`src/common/pwm_irq_pkg.sv`:
```
package pwm_irq_pkg;

	// ------------------------------------------------------------
	// bus geometry
	// ------------------------------------------------------------
	localparam int ADDR_W = 8;
	localparam int DATA_W = 32;
	localparam int STRB_W = 4;
	localparam int CHANNELS = 6;
	localparam int PAIRS = 3;

	// ------------------------------------------------------------
	// register offsets
	// ------------------------------------------------------------
	localparam logic [ADDR_W-1:0] SOFT_BRAKE_OFS = 8'hdc;
	localparam logic [ADDR_W-1:0] EVENT_EN_OFS = 8'he0;
	localparam logic [ADDR_W-1:0] BRAKE_EN_OFS = 8'he4;
	localparam logic [ADDR_W-1:0] EVENT_FLAG_OFS = 8'he8;
	localparam logic [ADDR_W-1:0] BRAKE_FLAG_OFS = 8'hec;

	// ------------------------------------------------------------
	// field layout and reset values
	// ------------------------------------------------------------
	localparam int CMPD_LSB = 24;
	localparam int CMPU_LSB = 16;
	localparam int PERIOD_LSB = 8;
	localparam int ZERO_LSB = 0;
	localparam int EDGE_LSB = 0;
	localparam int LEVEL_LSB = 8;
	localparam logic [DATA_W-1:0] EVENT_MASK = 32'h3f3f_1515;
	localparam logic [DATA_W-1:0] BRAKE_MASK = 32'h0000_0707;
	localparam logic [DATA_W-1:0] REG_RESET = 32'h0000_0000;
	localparam logic [1:0] RESP_OKAY = 2'h0;
	localparam logic [1:0] RESP_SLVERR = 2'h2;

	// ------------------------------------------------------------
	// types
	// ------------------------------------------------------------
	typedef enum logic [1:0] {
		RD_IDLE = 2'b01,
		RD_RESP = 2'b10
	} rd_state_t;

	typedef struct packed {
		logic valid;
		logic [ADDR_W-1:0] addr;
		logic [DATA_W-1:0] data;
		logic [STRB_W-1:0] strb;
	} reg_write_t;

	typedef struct packed {
		logic [CHANNELS-1:0] cmp_down;
		logic [CHANNELS-1:0] cmp_up;
		logic [PAIRS-1:0] period_hit;
		logic [PAIRS-1:0] center_hit;
		logic [PAIRS-1:0] zero_hit;
		logic [PAIRS-1:0] edge_brake;
		logic [PAIRS-1:0] level_brake;
	} pwm_events_t;

	// ------------------------------------------------------------
	// helpers
	// ------------------------------------------------------------
	function automatic logic [ADDR_W-1:0] word_of(input logic [ADDR_W-1:0] a);
		word_of = {a[ADDR_W-1:2], 2'h0};
	endfunction

	function automatic logic addr_mapped(input logic [ADDR_W-1:0] a);
		logic [ADDR_W-1:0] w;
		w = word_of(a);
		addr_mapped = (w == SOFT_BRAKE_OFS) || (w == EVENT_EN_OFS) || (w == BRAKE_EN_OFS) ||
			(w == EVENT_FLAG_OFS) || (w == BRAKE_FLAG_OFS);
	endfunction

	function automatic logic [DATA_W-1:0] apply_strb(input logic [DATA_W-1:0] old,
		input logic [DATA_W-1:0] data, input logic [STRB_W-1:0] strb);
		apply_strb = old;
		for (int i = 0; i < STRB_W; i++) begin
			if (strb[i]) begin
				apply_strb[i*8 +: 8] = data[i*8 +: 8];
			end
		end
	endfunction

endpackage

```
`src/hw/axil_reg_slave.sv`:
```
`timescale 1ns/100ps
module axil_reg_slave (
	input wire logic ref_clk,
	input wire logic srst,
	input wire logic [pwm_irq_pkg::ADDR_W-1:0] s_axi_awaddr,
	input wire logic s_axi_awvalid,
	output logic s_axi_awready,
	input wire logic [pwm_irq_pkg::DATA_W-1:0] s_axi_wdata,
	input wire logic [pwm_irq_pkg::STRB_W-1:0] s_axi_wstrb,
	input wire logic s_axi_wvalid,
	output logic s_axi_wready,
	output logic [1:0] s_axi_bresp,
	output logic s_axi_bvalid,
	input wire logic s_axi_bready,
	input wire logic s_axi_arvalid,
	output logic s_axi_arready,
	output logic [pwm_irq_pkg::DATA_W-1:0] s_axi_rdata,
	output logic [1:0] s_axi_rresp,
	output logic s_axi_rvalid,
	input wire logic s_axi_rready,
	input wire logic [pwm_irq_pkg::DATA_W-1:0] rd_data,
	input wire logic rd_hit,
	output pwm_irq_pkg::reg_write_t wr_req
);

	logic aw_have_q, aw_have_d, w_have_q, w_have_d;
	logic awready_q, awready_d, wready_q, wready_d, bvalid_q, bvalid_d;
	logic arready_q, arready_d;
	logic [1:0] bresp_q, bresp_d, rresp_q, rresp_d;
	logic [pwm_irq_pkg::ADDR_W-1:0] awaddr_q, awaddr_d;
	logic [pwm_irq_pkg::DATA_W-1:0] wdata_q, wdata_d, rdata_q, rdata_d;
	logic [pwm_irq_pkg::STRB_W-1:0] wstrb_q, wstrb_d;
	pwm_irq_pkg::reg_write_t wr_q, wr_d;
	pwm_irq_pkg::rd_state_t rd_q, rd_d;

	// ------------------------------------------------------------
	// write channels
	// ------------------------------------------------------------
	always_comb begin
		aw_have_d = aw_have_q;
		w_have_d = w_have_q;
		awaddr_d = awaddr_q;
		wdata_d = wdata_q;
		wstrb_d = wstrb_q;
		bvalid_d = bvalid_q;
		bresp_d = bresp_q;
		wr_d = '0;
		if (s_axi_awvalid && awready_q) begin
			aw_have_d = 1'b1;
			awaddr_d = s_axi_awaddr;
		end
		if (s_axi_wvalid && wready_q) begin
			w_have_d = 1'b1;
			wdata_d = s_axi_wdata;
			wstrb_d = s_axi_wstrb;
		end
		if (bvalid_q && s_axi_bready) begin
			bvalid_d = 1'b0;
		end
		if (aw_have_q && w_have_q && !bvalid_q) begin
			wr_d.valid = pwm_irq_pkg::addr_mapped(awaddr_q);
			wr_d.addr = pwm_irq_pkg::word_of(awaddr_q);
			wr_d.data = wdata_q;
			wr_d.strb = wstrb_q;
			bvalid_d = 1'b1;
			bresp_d = pwm_irq_pkg::addr_mapped(awaddr_q) ? pwm_irq_pkg::RESP_OKAY : pwm_irq_pkg::RESP_SLVERR;
			aw_have_d = 1'b0;
			w_have_d = 1'b0;
		end
		awready_d = !aw_have_d;
		wready_d = !w_have_d;
	end

	// ------------------------------------------------------------
	// read channels
	// ------------------------------------------------------------
	always_comb begin
		rd_d = rd_q;
		rdata_d = rdata_q;
		rresp_d = rresp_q;
		case (rd_q)
			pwm_irq_pkg::RD_IDLE: begin
				if (s_axi_arvalid && arready_q) begin
					rdata_d = rd_data;
					rresp_d = rd_hit ? pwm_irq_pkg::RESP_OKAY : pwm_irq_pkg::RESP_SLVERR;
					rd_d = pwm_irq_pkg::RD_RESP;
				end
			end
			pwm_irq_pkg::RD_RESP: begin
				if (s_axi_rready) begin
					rd_d = pwm_irq_pkg::RD_IDLE;
				end
			end
			default: begin
				rd_d = pwm_irq_pkg::RD_IDLE;
			end
		endcase
		arready_d = (rd_d == pwm_irq_pkg::RD_IDLE);
	end

	always_ff @(posedge ref_clk) begin
		if (srst) begin
			aw_have_q <= 1'b0;
			w_have_q <= 1'b0;
			awready_q <= 1'b0;
			wready_q <= 1'b0;
			bvalid_q <= 1'b0;
			bresp_q <= pwm_irq_pkg::RESP_OKAY;
			awaddr_q <= '0;
			wdata_q <= '0;
			wstrb_q <= '0;
			wr_q <= '0;
			rd_q <= pwm_irq_pkg::RD_IDLE;
			arready_q <= 1'b0;
			rdata_q <= '0;
			rresp_q <= pwm_irq_pkg::RESP_OKAY;
		end else begin
			aw_have_q <= aw_have_d;
			w_have_q <= w_have_d;
			awready_q <= awready_d;
			wready_q <= wready_d;
			bvalid_q <= bvalid_d;
			bresp_q <= bresp_d;
			awaddr_q <= awaddr_d;
			wdata_q <= wdata_d;
			wstrb_q <= wstrb_d;
			wr_q <= wr_d;
			rd_q <= rd_d;
			arready_q <= arready_d;
			rdata_q <= rdata_d;
			rresp_q <= rresp_d;
		end
	end

	assign s_axi_awready = awready_q;
	assign s_axi_wready = wready_q;
	assign s_axi_bvalid = bvalid_q;
	assign s_axi_bresp = bresp_q;
	assign s_axi_arready = arready_q;
	assign s_axi_rvalid = (rd_q == pwm_irq_pkg::RD_RESP);
	assign s_axi_rdata = rdata_q;
	assign s_axi_rresp = rresp_q;
	assign wr_req = wr_q;

endmodule

```
`src/hw/pwm_irq_enable.sv`:
```
// Local design decision: the AXI4-Lite register port.
`timescale 1ns/100ps
module pwm_irq_enable (
	input wire logic ref_clk,
	input wire logic srst,
	input wire logic [pwm_irq_pkg::ADDR_W-1:0] s_axi_awaddr,
	input wire logic s_axi_awvalid,
	output logic s_axi_awready,
	input wire logic [pwm_irq_pkg::DATA_W-1:0] s_axi_wdata,
	input wire logic [pwm_irq_pkg::STRB_W-1:0] s_axi_wstrb,
	input wire logic s_axi_wvalid,
	output logic s_axi_wready,
	output logic [1:0] s_axi_bresp,
	output logic s_axi_bvalid,
	input wire logic s_axi_bready,
	input wire logic [pwm_irq_pkg::ADDR_W-1:0] s_axi_araddr,
	input wire logic s_axi_arvalid,
	output logic s_axi_arready,
	output logic [pwm_irq_pkg::DATA_W-1:0] s_axi_rdata,
	output logic [1:0] s_axi_rresp,
	output logic s_axi_rvalid,
	input wire logic s_axi_rready,
	input wire pwm_irq_pkg::pwm_events_t events,
	input wire logic [pwm_irq_pkg::PAIRS-1:0] comp_mode,
	input wire logic [pwm_irq_pkg::PAIRS-1:0] up_down_mode,
	input wire logic register_write_lock,
	output logic [pwm_irq_pkg::PAIRS-1:0] soft_level_brake_trigger,
	output logic [pwm_irq_pkg::PAIRS-1:0] soft_edge_brake_trigger,
	output logic [pwm_irq_pkg::CHANNELS-1:0] chan_irq,
	output logic pwm_irq
);

	pwm_irq_pkg::reg_write_t wr;
	logic [pwm_irq_pkg::DATA_W-1:0] ev_en_q, ev_en_d, brk_en_q, brk_en_d;
	logic [pwm_irq_pkg::DATA_W-1:0] ev_flag_q, ev_flag_d, brk_flag_q, brk_flag_d;
	logic [pwm_irq_pkg::DATA_W-1:0] ev_set, brk_set, ev_clr, brk_clr, wr_word;
	logic [pwm_irq_pkg::DATA_W-1:0] rd_word, ev_hot, brk_hot;
	logic [pwm_irq_pkg::PAIRS-1:0] lvl_trig_q, lvl_trig_d, edge_trig_q, edge_trig_d;
	logic [pwm_irq_pkg::CHANNELS-1:0] chan_req, chan_irq_q;
	logic irq_q, irq_d, unlocked;

	// ------------------------------------------------------------
	// bus slave
	// ------------------------------------------------------------
	axil_reg_slave bus (
		.ref_clk(ref_clk),
		.srst(srst),
		.s_axi_awaddr(s_axi_awaddr),
		.s_axi_awvalid(s_axi_awvalid),
		.s_axi_awready(s_axi_awready),
		.s_axi_wdata(s_axi_wdata),
		.s_axi_wstrb(s_axi_wstrb),
		.s_axi_wvalid(s_axi_wvalid),
		.s_axi_wready(s_axi_wready),
		.s_axi_bresp(s_axi_bresp),
		.s_axi_bvalid(s_axi_bvalid),
		.s_axi_bready(s_axi_bready),
		.s_axi_arvalid(s_axi_arvalid),
		.s_axi_arready(s_axi_arready),
		.s_axi_rdata(s_axi_rdata),
		.s_axi_rresp(s_axi_rresp),
		.s_axi_rvalid(s_axi_rvalid),
		.s_axi_rready(s_axi_rready),
		.rd_data(rd_word),
		.rd_hit(pwm_irq_pkg::addr_mapped(s_axi_araddr)),
		.wr_req(wr)
	);

	// ------------------------------------------------------------
	// read decode
	// ------------------------------------------------------------
	always_comb begin
		case (pwm_irq_pkg::word_of(s_axi_araddr))
			pwm_irq_pkg::EVENT_EN_OFS: rd_word = ev_en_q & pwm_irq_pkg::EVENT_MASK;
			pwm_irq_pkg::BRAKE_EN_OFS: rd_word = brk_en_q & pwm_irq_pkg::BRAKE_MASK;
			pwm_irq_pkg::EVENT_FLAG_OFS: rd_word = ev_flag_q;
			pwm_irq_pkg::BRAKE_FLAG_OFS: rd_word = brk_flag_q;
			default: rd_word = pwm_irq_pkg::REG_RESET;
		endcase
	end

	// ------------------------------------------------------------
	// event sources placed at flag positions
	// ------------------------------------------------------------
	always_comb begin
		ev_set = pwm_irq_pkg::REG_RESET;
		brk_set = pwm_irq_pkg::REG_RESET;
		ev_set[pwm_irq_pkg::CMPD_LSB +: pwm_irq_pkg::CHANNELS] = events.cmp_down;
		ev_set[pwm_irq_pkg::CMPU_LSB +: pwm_irq_pkg::CHANNELS] = events.cmp_up;
		for (int k = 0; k < pwm_irq_pkg::PAIRS; k++) begin
			ev_set[pwm_irq_pkg::PERIOD_LSB + 2*k] = up_down_mode[k] ? events.center_hit[k] : events.period_hit[k];
			ev_set[pwm_irq_pkg::ZERO_LSB + 2*k] = events.zero_hit[k];
		end
		brk_set[pwm_irq_pkg::LEVEL_LSB +: pwm_irq_pkg::PAIRS] = events.level_brake | lvl_trig_d;
		brk_set[pwm_irq_pkg::EDGE_LSB +: pwm_irq_pkg::PAIRS] = events.edge_brake | edge_trig_d;
	end

	// ------------------------------------------------------------
	// register writes
	// ------------------------------------------------------------
	assign unlocked = !register_write_lock;
	assign wr_word = pwm_irq_pkg::apply_strb(pwm_irq_pkg::REG_RESET, wr.data, wr.strb);

	always_comb begin
		ev_en_d = ev_en_q;
		brk_en_d = brk_en_q;
		ev_clr = pwm_irq_pkg::REG_RESET;
		brk_clr = pwm_irq_pkg::REG_RESET;
		lvl_trig_d = '0;
		edge_trig_d = '0;
		if (wr.valid) begin
			case (wr.addr)
				pwm_irq_pkg::EVENT_EN_OFS: begin
					ev_en_d = pwm_irq_pkg::apply_strb(ev_en_q, wr.data, wr.strb) & pwm_irq_pkg::EVENT_MASK;
				end
				pwm_irq_pkg::BRAKE_EN_OFS: begin
					if (unlocked) begin
						brk_en_d = pwm_irq_pkg::apply_strb(brk_en_q, wr.data, wr.strb) & pwm_irq_pkg::BRAKE_MASK;
					end
				end
				pwm_irq_pkg::EVENT_FLAG_OFS: begin
					ev_clr = wr_word & pwm_irq_pkg::EVENT_MASK;
				end
				pwm_irq_pkg::BRAKE_FLAG_OFS: begin
					brk_clr = wr_word & pwm_irq_pkg::BRAKE_MASK;
				end
				pwm_irq_pkg::SOFT_BRAKE_OFS: begin
					if (unlocked) begin
						lvl_trig_d = wr_word[pwm_irq_pkg::LEVEL_LSB +: pwm_irq_pkg::PAIRS];
						edge_trig_d = wr_word[pwm_irq_pkg::EDGE_LSB +: pwm_irq_pkg::PAIRS];
					end
				end
				default: begin
					ev_clr = pwm_irq_pkg::REG_RESET;
				end
			endcase
		end
		ev_flag_d = ((ev_flag_q & ~ev_clr) | ev_set) & pwm_irq_pkg::EVENT_MASK;
		brk_flag_d = ((brk_flag_q & ~brk_clr) | brk_set) & pwm_irq_pkg::BRAKE_MASK;
	end

	// ------------------------------------------------------------
	// interrupt gating
	// ------------------------------------------------------------
	assign ev_hot = ev_flag_q & ev_en_q;
	assign brk_hot = brk_flag_q & brk_en_q;

	generate
		for (genvar k = 0; k < pwm_irq_pkg::PAIRS; k++) begin : g_pair
			logic odd_hot;
			assign odd_hot = ev_hot[pwm_irq_pkg::CMPD_LSB + 2*k + 1] | ev_hot[pwm_irq_pkg::CMPU_LSB + 2*k + 1];
			assign chan_req[2*k] = ev_hot[pwm_irq_pkg::CMPD_LSB + 2*k] | ev_hot[pwm_irq_pkg::CMPU_LSB + 2*k] |
				ev_hot[pwm_irq_pkg::PERIOD_LSB + 2*k] | ev_hot[pwm_irq_pkg::ZERO_LSB + 2*k] |
				(comp_mode[k] & odd_hot);
			assign chan_req[2*k+1] = !comp_mode[k] & odd_hot;
		end
	endgenerate

	assign irq_d = (|chan_req) | (|brk_hot);

	// ------------------------------------------------------------
	// state registers
	// ------------------------------------------------------------
	always_ff @(posedge ref_clk) begin
		if (srst) begin
			ev_en_q <= pwm_irq_pkg::REG_RESET;
			brk_en_q <= pwm_irq_pkg::REG_RESET;
			ev_flag_q <= pwm_irq_pkg::REG_RESET;
			brk_flag_q <= pwm_irq_pkg::REG_RESET;
			lvl_trig_q <= '0;
			edge_trig_q <= '0;
			chan_irq_q <= '0;
			irq_q <= 1'b0;
		end else begin
			ev_en_q <= ev_en_d;
			brk_en_q <= brk_en_d;
			ev_flag_q <= ev_flag_d;
			brk_flag_q <= brk_flag_d;
			lvl_trig_q <= lvl_trig_d;
			edge_trig_q <= edge_trig_d;
			chan_irq_q <= chan_req;
			irq_q <= irq_d;
		end
	end

	assign soft_level_brake_trigger = lvl_trig_q;
	assign soft_edge_brake_trigger = edge_trig_q;
	assign chan_irq = chan_irq_q;
	assign pwm_irq = irq_q;
endmodule

```
`config.mk`:
```
export PLATFORM = sky130hd
export DESIGN_NAME = pwm_irq_enable
export DESIGN_NICKNAME = d
export VERILOG_FILES = /design/src/common/pwm_irq_pkg.sv /design/src/hw/axil_reg_slave.sv /design/src/hw/pwm_irq_enable.sv
export SDC_FILE = /design/constraint.sdc
export NUM_CORES = 1
export LEC_CHECK = 0
export ABC_AREA = 1
export BUFFER_PORTS_ARGS = -buffer_cell sky130_fd_sc_hd__buf_2
export CORE_ASPECT_RATIO = 1.4
export CORE_UTILIZATION = 60
export DETAILED_ROUTE_END_ITERATION = 10
export PLACE_DENSITY = 0.91
export SYNTH_ARGS = -nofsm -noshare
export SYNTH_HDL_FRONTEND = slang
export SYNTH_HIERARCHICAL = 1
export SYNTH_SLANG_ARGS = --single-unit
export TNS_END_PERCENT = 5
```
`constraint.sdc`:
```
create_clock -name ref_clk -period 1.82 [get_ports ref_clk]
set_input_delay 0.364 -clock ref_clk [delete_from_list [all_inputs] [get_ports ref_clk]]
set_output_delay 0.364 -clock ref_clk [all_outputs]
set_load 0.1 [all_outputs]
```
After elaboration in Yosys (flattened, before gate mapping)
Index checks and enable logic that the tools add are counted.
{"block": "totals", "reg_bits": 190, "latch_bits": 0, "ramBits": 0, "rom_bits": 0, "out_inout_bits": 54, "memories": 0}
{"block": "classes", "addsub": 0, "mul": 0, "div_mod_pow": 0, "n_lt_le_gt_ge": 0, "eq_ne": 18, "n_shift": 0, "muxes": 29, "n_bitwise": 34, "n_reduce_logical": 31}
{"op": "$pmux 30 s4", "count": 1}
{"op": "$and 30x30->30", "count": 2}
{"op": "$eq 6x6->1 const B", "count": 10}
{"op": "$mux 30", "count": 2}
{"op": "$eq 8x8->1 const B", "count": 5}
{"op": "$reduce_or 32->1", "count": 1}
{"op": "$not 30->30", "count": 1}
{"op": "$or 30x30->30", "count": 1}
{"op": "$and 11x11->11", "count": 2}
{"op": "$mux 11", "count": 2}
{"op": "$mux 3", "count": 6}
{"op": "$or 1x1->1", "count": 16}
{"op": "$mux 6", "count": 2}
{"op": "$reduce_and 3->1", "count": 4}
{"op": "$not 11->11", "count": 1}
{"op": "$or 11x11->11", "count": 1}
{"op": "$mux 5", "count": 2}
{"op": "$mux 1", "count": 9}
{"op": "$logic_or 1x1->1", "count": 8}
{"op": "$mux 2", "count": 4}
{"op": "$reduce_and 4->1", "count": 2}
{"op": "$and 1x1->1", "count": 6}
{"op": "$logic_and 1x1->1", "count": 6}
{"op": "$logic_not 1->1", "count": 6}
{"op": "9 further kinds", "count": 12}

Longest topological paths before layout
{"block": "depth", "word_depth": 7, "mapped_depth": 9, "depth_no_buf": 8}

Hierarchy
Netlist, hierarchy kept.
{"module": "axil_reg_slave", "n_inst": 1, "cells_each": 481, "area_each_um2": 4210.3, "seq_area_each_um2": 2542.4}
{"module": "pwm_irq_enable", "n_inst": 1, "cells_each": 539, "area_each_um2": 3473.3, "seq_area_each_um2": 1221.2}

Worst setup path before layout
Ideal clock, no wire load.
{"block": "synth_path", "path_type": "reg-to-reg", "startpoint": "register bus.wready_q, in the netlist bus/s_axi_wready", "endpoint": "register bus/wdata_q[0] (netlist bit)", "setup_ns": 0.128, "t_arrival_ns": 1.568, "required_time_ns": 1.692, "slack_ns": 0.123, "stages_incl_launch_ff": 5, "path_buffers": 1, "period_less_slack_ns": 1.697, "cell_sequence": "dfxtp_1 nand2_2 buf_2 o21ai_0 a21oi_1"}
{"block": "synth_between", "elab_chain_cells": 1}
{"element": "from (decl)", "line_no": "axil_reg_slave.sv:27", "text": "logic awready_q, awready_d, wready_q, wready_d, bvalid_q, bvalid_d;"}
{"element": "from (signal assigned)", "line_no": "axil_reg_slave.sv:121", "text": "wready_q <= wready_d;"}
{"element": "$logic_and 1x1->1", "line_no": "axil_reg_slave.sv:52", "text": "if (s_axi_wvalid && wready_q) begin"}
{"element": "to (signal assigned)", "line_no": "axil_reg_slave.sv:125", "text": "wdata_q <= wdata_d;"}
{"element": "to (decl)", "line_no": "axil_reg_slave.sv:31", "text": "logic [pwm_irq_pkg::DATA_W-1:0] wdata_q, wdata_d, rdata_q, rdata_d;"}
Every way passes these cells.
A chain may end at the register's enable or synchronous reset.

Worst setup path after layout
{"block": "layout_path", "startpoint": "register bus.rd_q[0]", "endpoint": "output port s_axi_rvalid"}
{"block": "layout_between", "elab_chain_cells": 1}
{"element": "from (decl)", "line_no": "axil_reg_slave.sv:34", "text": "pwm_irq_pkg::rd_state_t rd_q, rd_d;"}
{"element": "from (signal assigned)", "line_no": "axil_reg_slave.sv:113", "text": "rd_q <= pwm_irq_pkg::RD_IDLE;"}
{"element": "from (signal assigned)", "line_no": "axil_reg_slave.sv:128", "text": "rd_q <= rd_d;"}
{"element": "$eq 2x2->1", "line_no": "axil_reg_slave.sv:140", "text": "assign s_axi_rvalid = (rd_q == pwm_irq_pkg::RD_RESP);"}
{"element": "to (decl)", "line_no": "pwm_irq_enable.sv:21", "text": "output logic s_axi_rvalid,"}
Every way passes these cells.

==> flow_summary.toml <==
[critical_path]
cp_data_arrival_time_ns = 1.35
critPathBufInv = 2
slowest_stage = "dfxtp_1"
crit_chain = "inv_1 > ha_1 > clkbuf_4"
cp.required_ns = 1.46
startpoint = "bus/rd_q[0]$_SDFF_PP1_"
crit_path_start_kind = "flip-flop"
cp-end-kind = "primary output"
critPathTopFamily = "flip-flops"
critPathKind = "reg -> out"
r2r-start = "bus/wr_req[39]$_SDFF_PP0_"
max_stage_delay_ns = 0.37
crit_fanout = 4

[pwr]
power.density_nw_per_um2 = 1100
leakage_nw = 3.67
irDropWorstVdd_v = 0.000682

[die]
die_area_um2 = 12100
placementRows = 46
ios = 147
die_h_um = 130
die_x_um = 93.2
core_area_um2 = 11300
initial_core_util_pct = 61.7

[grt]
grt_max_degree = 56
overflow = 0
grt_pass1_vias = 6044
grt_use_total_pct = 27.6
top_usage_layer = "met2"
antenna_found_initial = 0
met3_usage_pct = 5.65
grt_first_pass_wirelength_um = 26500
met1_usage_pct = 31.8
met2_usage_pct = 47.8

[sta]
clock_skew_ns = 0.00646
min_period_over_period_pct = 94.4
maxSlewViolCount = 0
hold_viol_final = 0
grt_setup_unrepaired = "no"
finalSetupViolCount = 0
worst_pin_slew_ns = 0.683
fmax_ghz = 0.582
setup-tns-final_ns = 0
max_slew_margin_pct = 54.4
post-route-min-period_ns = 1.72

[routing]
drc = 0
ant_nets = 0
wl_um = 16300
dr.pass1.iters = 5
drt_iter0_drc = 594
post_drt_wl_per_cell_um = 13.3
vias_per_cell = 5.30
dr_total_vias = 6480

[cts]
cts_buffers = 17
clockBufferDepth = 2
cts_tree = "yes"
clk_pin_slew_ns = 0.06
clkLatencyLatePin_ns = 0.42
hold_buffers = 0
htreeDepth = 4
clock-sinks = 164
cts_root_buf = "clkbuf_16"
postCtsSetupBuffers = 0

[place]
place_area_um2 = 7610
gp_congestion = 0.874
portBuffers = 128
dp_hpwl_um = 11200

[hold_path]
min_from = "comp_mode[2]"
min_path_type = "in -> reg"

[final_layout]
fillers = 882
drive_above_1_share_pct = 19.6
diodes = 0
multi_input_area_um2 = 2880
finalNetCount = 1161
area_delta_synth_final_pct = 17.9
seq_area_um2 = 3280
postLayoutCellArea_um2 = 8240

[run_status]
status = "finished, final reports clean"

[synthesis]
syn_inst = 948
yosysWarnings = 6
syn_area_per_cell_um2 = 7.38
syn_area_um2 = 6990

[job]
max-cap-violations = 0
-- stage by stage --
step | setup slack, ns | hold WS, ns | total power, mW | util, % | std cells
after global routing | 0.0542 | 0.109 | 9.36 | 72.7 | 1223
after global placement | 0.162 | 0.426 | 5.30 | 67.2 | 1191
final | 0.103 | 0.113 | 9.06 | 72.7 | 1223
after CTS | 0.0166 | 0.104 | 9.07 | 72.7 | 1223
after floorplan | 0.141 | 0.414 | 5.09 | - | 962
after detailed placement | 0.0801 | 0.433 | 5.35 | 67.2 | 1191
-- power breakdown --
group          switching (mW)  leakage (nW)  total (mW)  internal (mW)
combinational            1.10          2.04        1.42          0.322
sequential              0.107          1.34        3.87           3.76
clock                    1.44         0.297        3.77           2.33
-- metal layers --
layer  vias up  part of all wire, %
li1       3215                    -
met1      2905                   40
met2       302                   50
met3        58                  6.5
met4         0                  3.6
met5         -                    0
-- state kept, by name, summed over array words and instances, names as in the netlist, 4 cells and up --
signal,cells
brk_en_q,6
brk_flag_q,6
bus/awaddr_q,6
bus/s_axi_rdata,32
bus/wdata_q,20
bus/wr_req,31
bus/wstrb_q,4
chan_irq,6
ev_en_q,18
ev_flag_q,18
-- worst paths after layout --
kind,depth (start not counted),endpoint,slack (ns)
min reg2reg,2,bus/wr_req[5]$_SDFF_PP0_,0.45
max,3,s_axi_rvalid,0.10
min,2,chan_irq[5]$_SDFF_PP0_,0.11
max reg2reg,5,ev_flag_q[24]$_SDFF_PP0_,0.33
-- worst reg2reg max path, cell delays in order (launching register included) --
cell,delay [ns]
dfxtp_1,0.43
nand2_2,0.09
nor2_4,0.42
nand3_1,0.16
a21oi_1,0.18
nor2_1,0.07
-- area by class of cell --
cell class	instances	share of cell area [%]
clock buffers	20	5.42
clock inverters	12	2.17
inverters	136	6.19
multi-input cells	606	34.9
flip-flops and latches	164	39.8
well taps	144	2.19
repair buffers	141	9.29
-- layout by cell type, fill, tap and decap left out, drive strengths merged --
master	n
nor2	128
a21oi	98
conb	16
bufinv	4
clkinvlp	3
nand3b	1
o21ai	49
nor3b	2
nand2	173
clkbuf	21
clkinv	4
ha	2
o31ai	2
nor3	2
dfxtp	164
inv	137
buf	140
mux2i	3
nand3	107
nand4	23
-- timing repair --
action,in CTS,in global routing
endpoints found under the hold margin,0,0
endpoints found under the setup margin,0,1
resized for setup,0,1
Power figures use the tool's default switching activity.
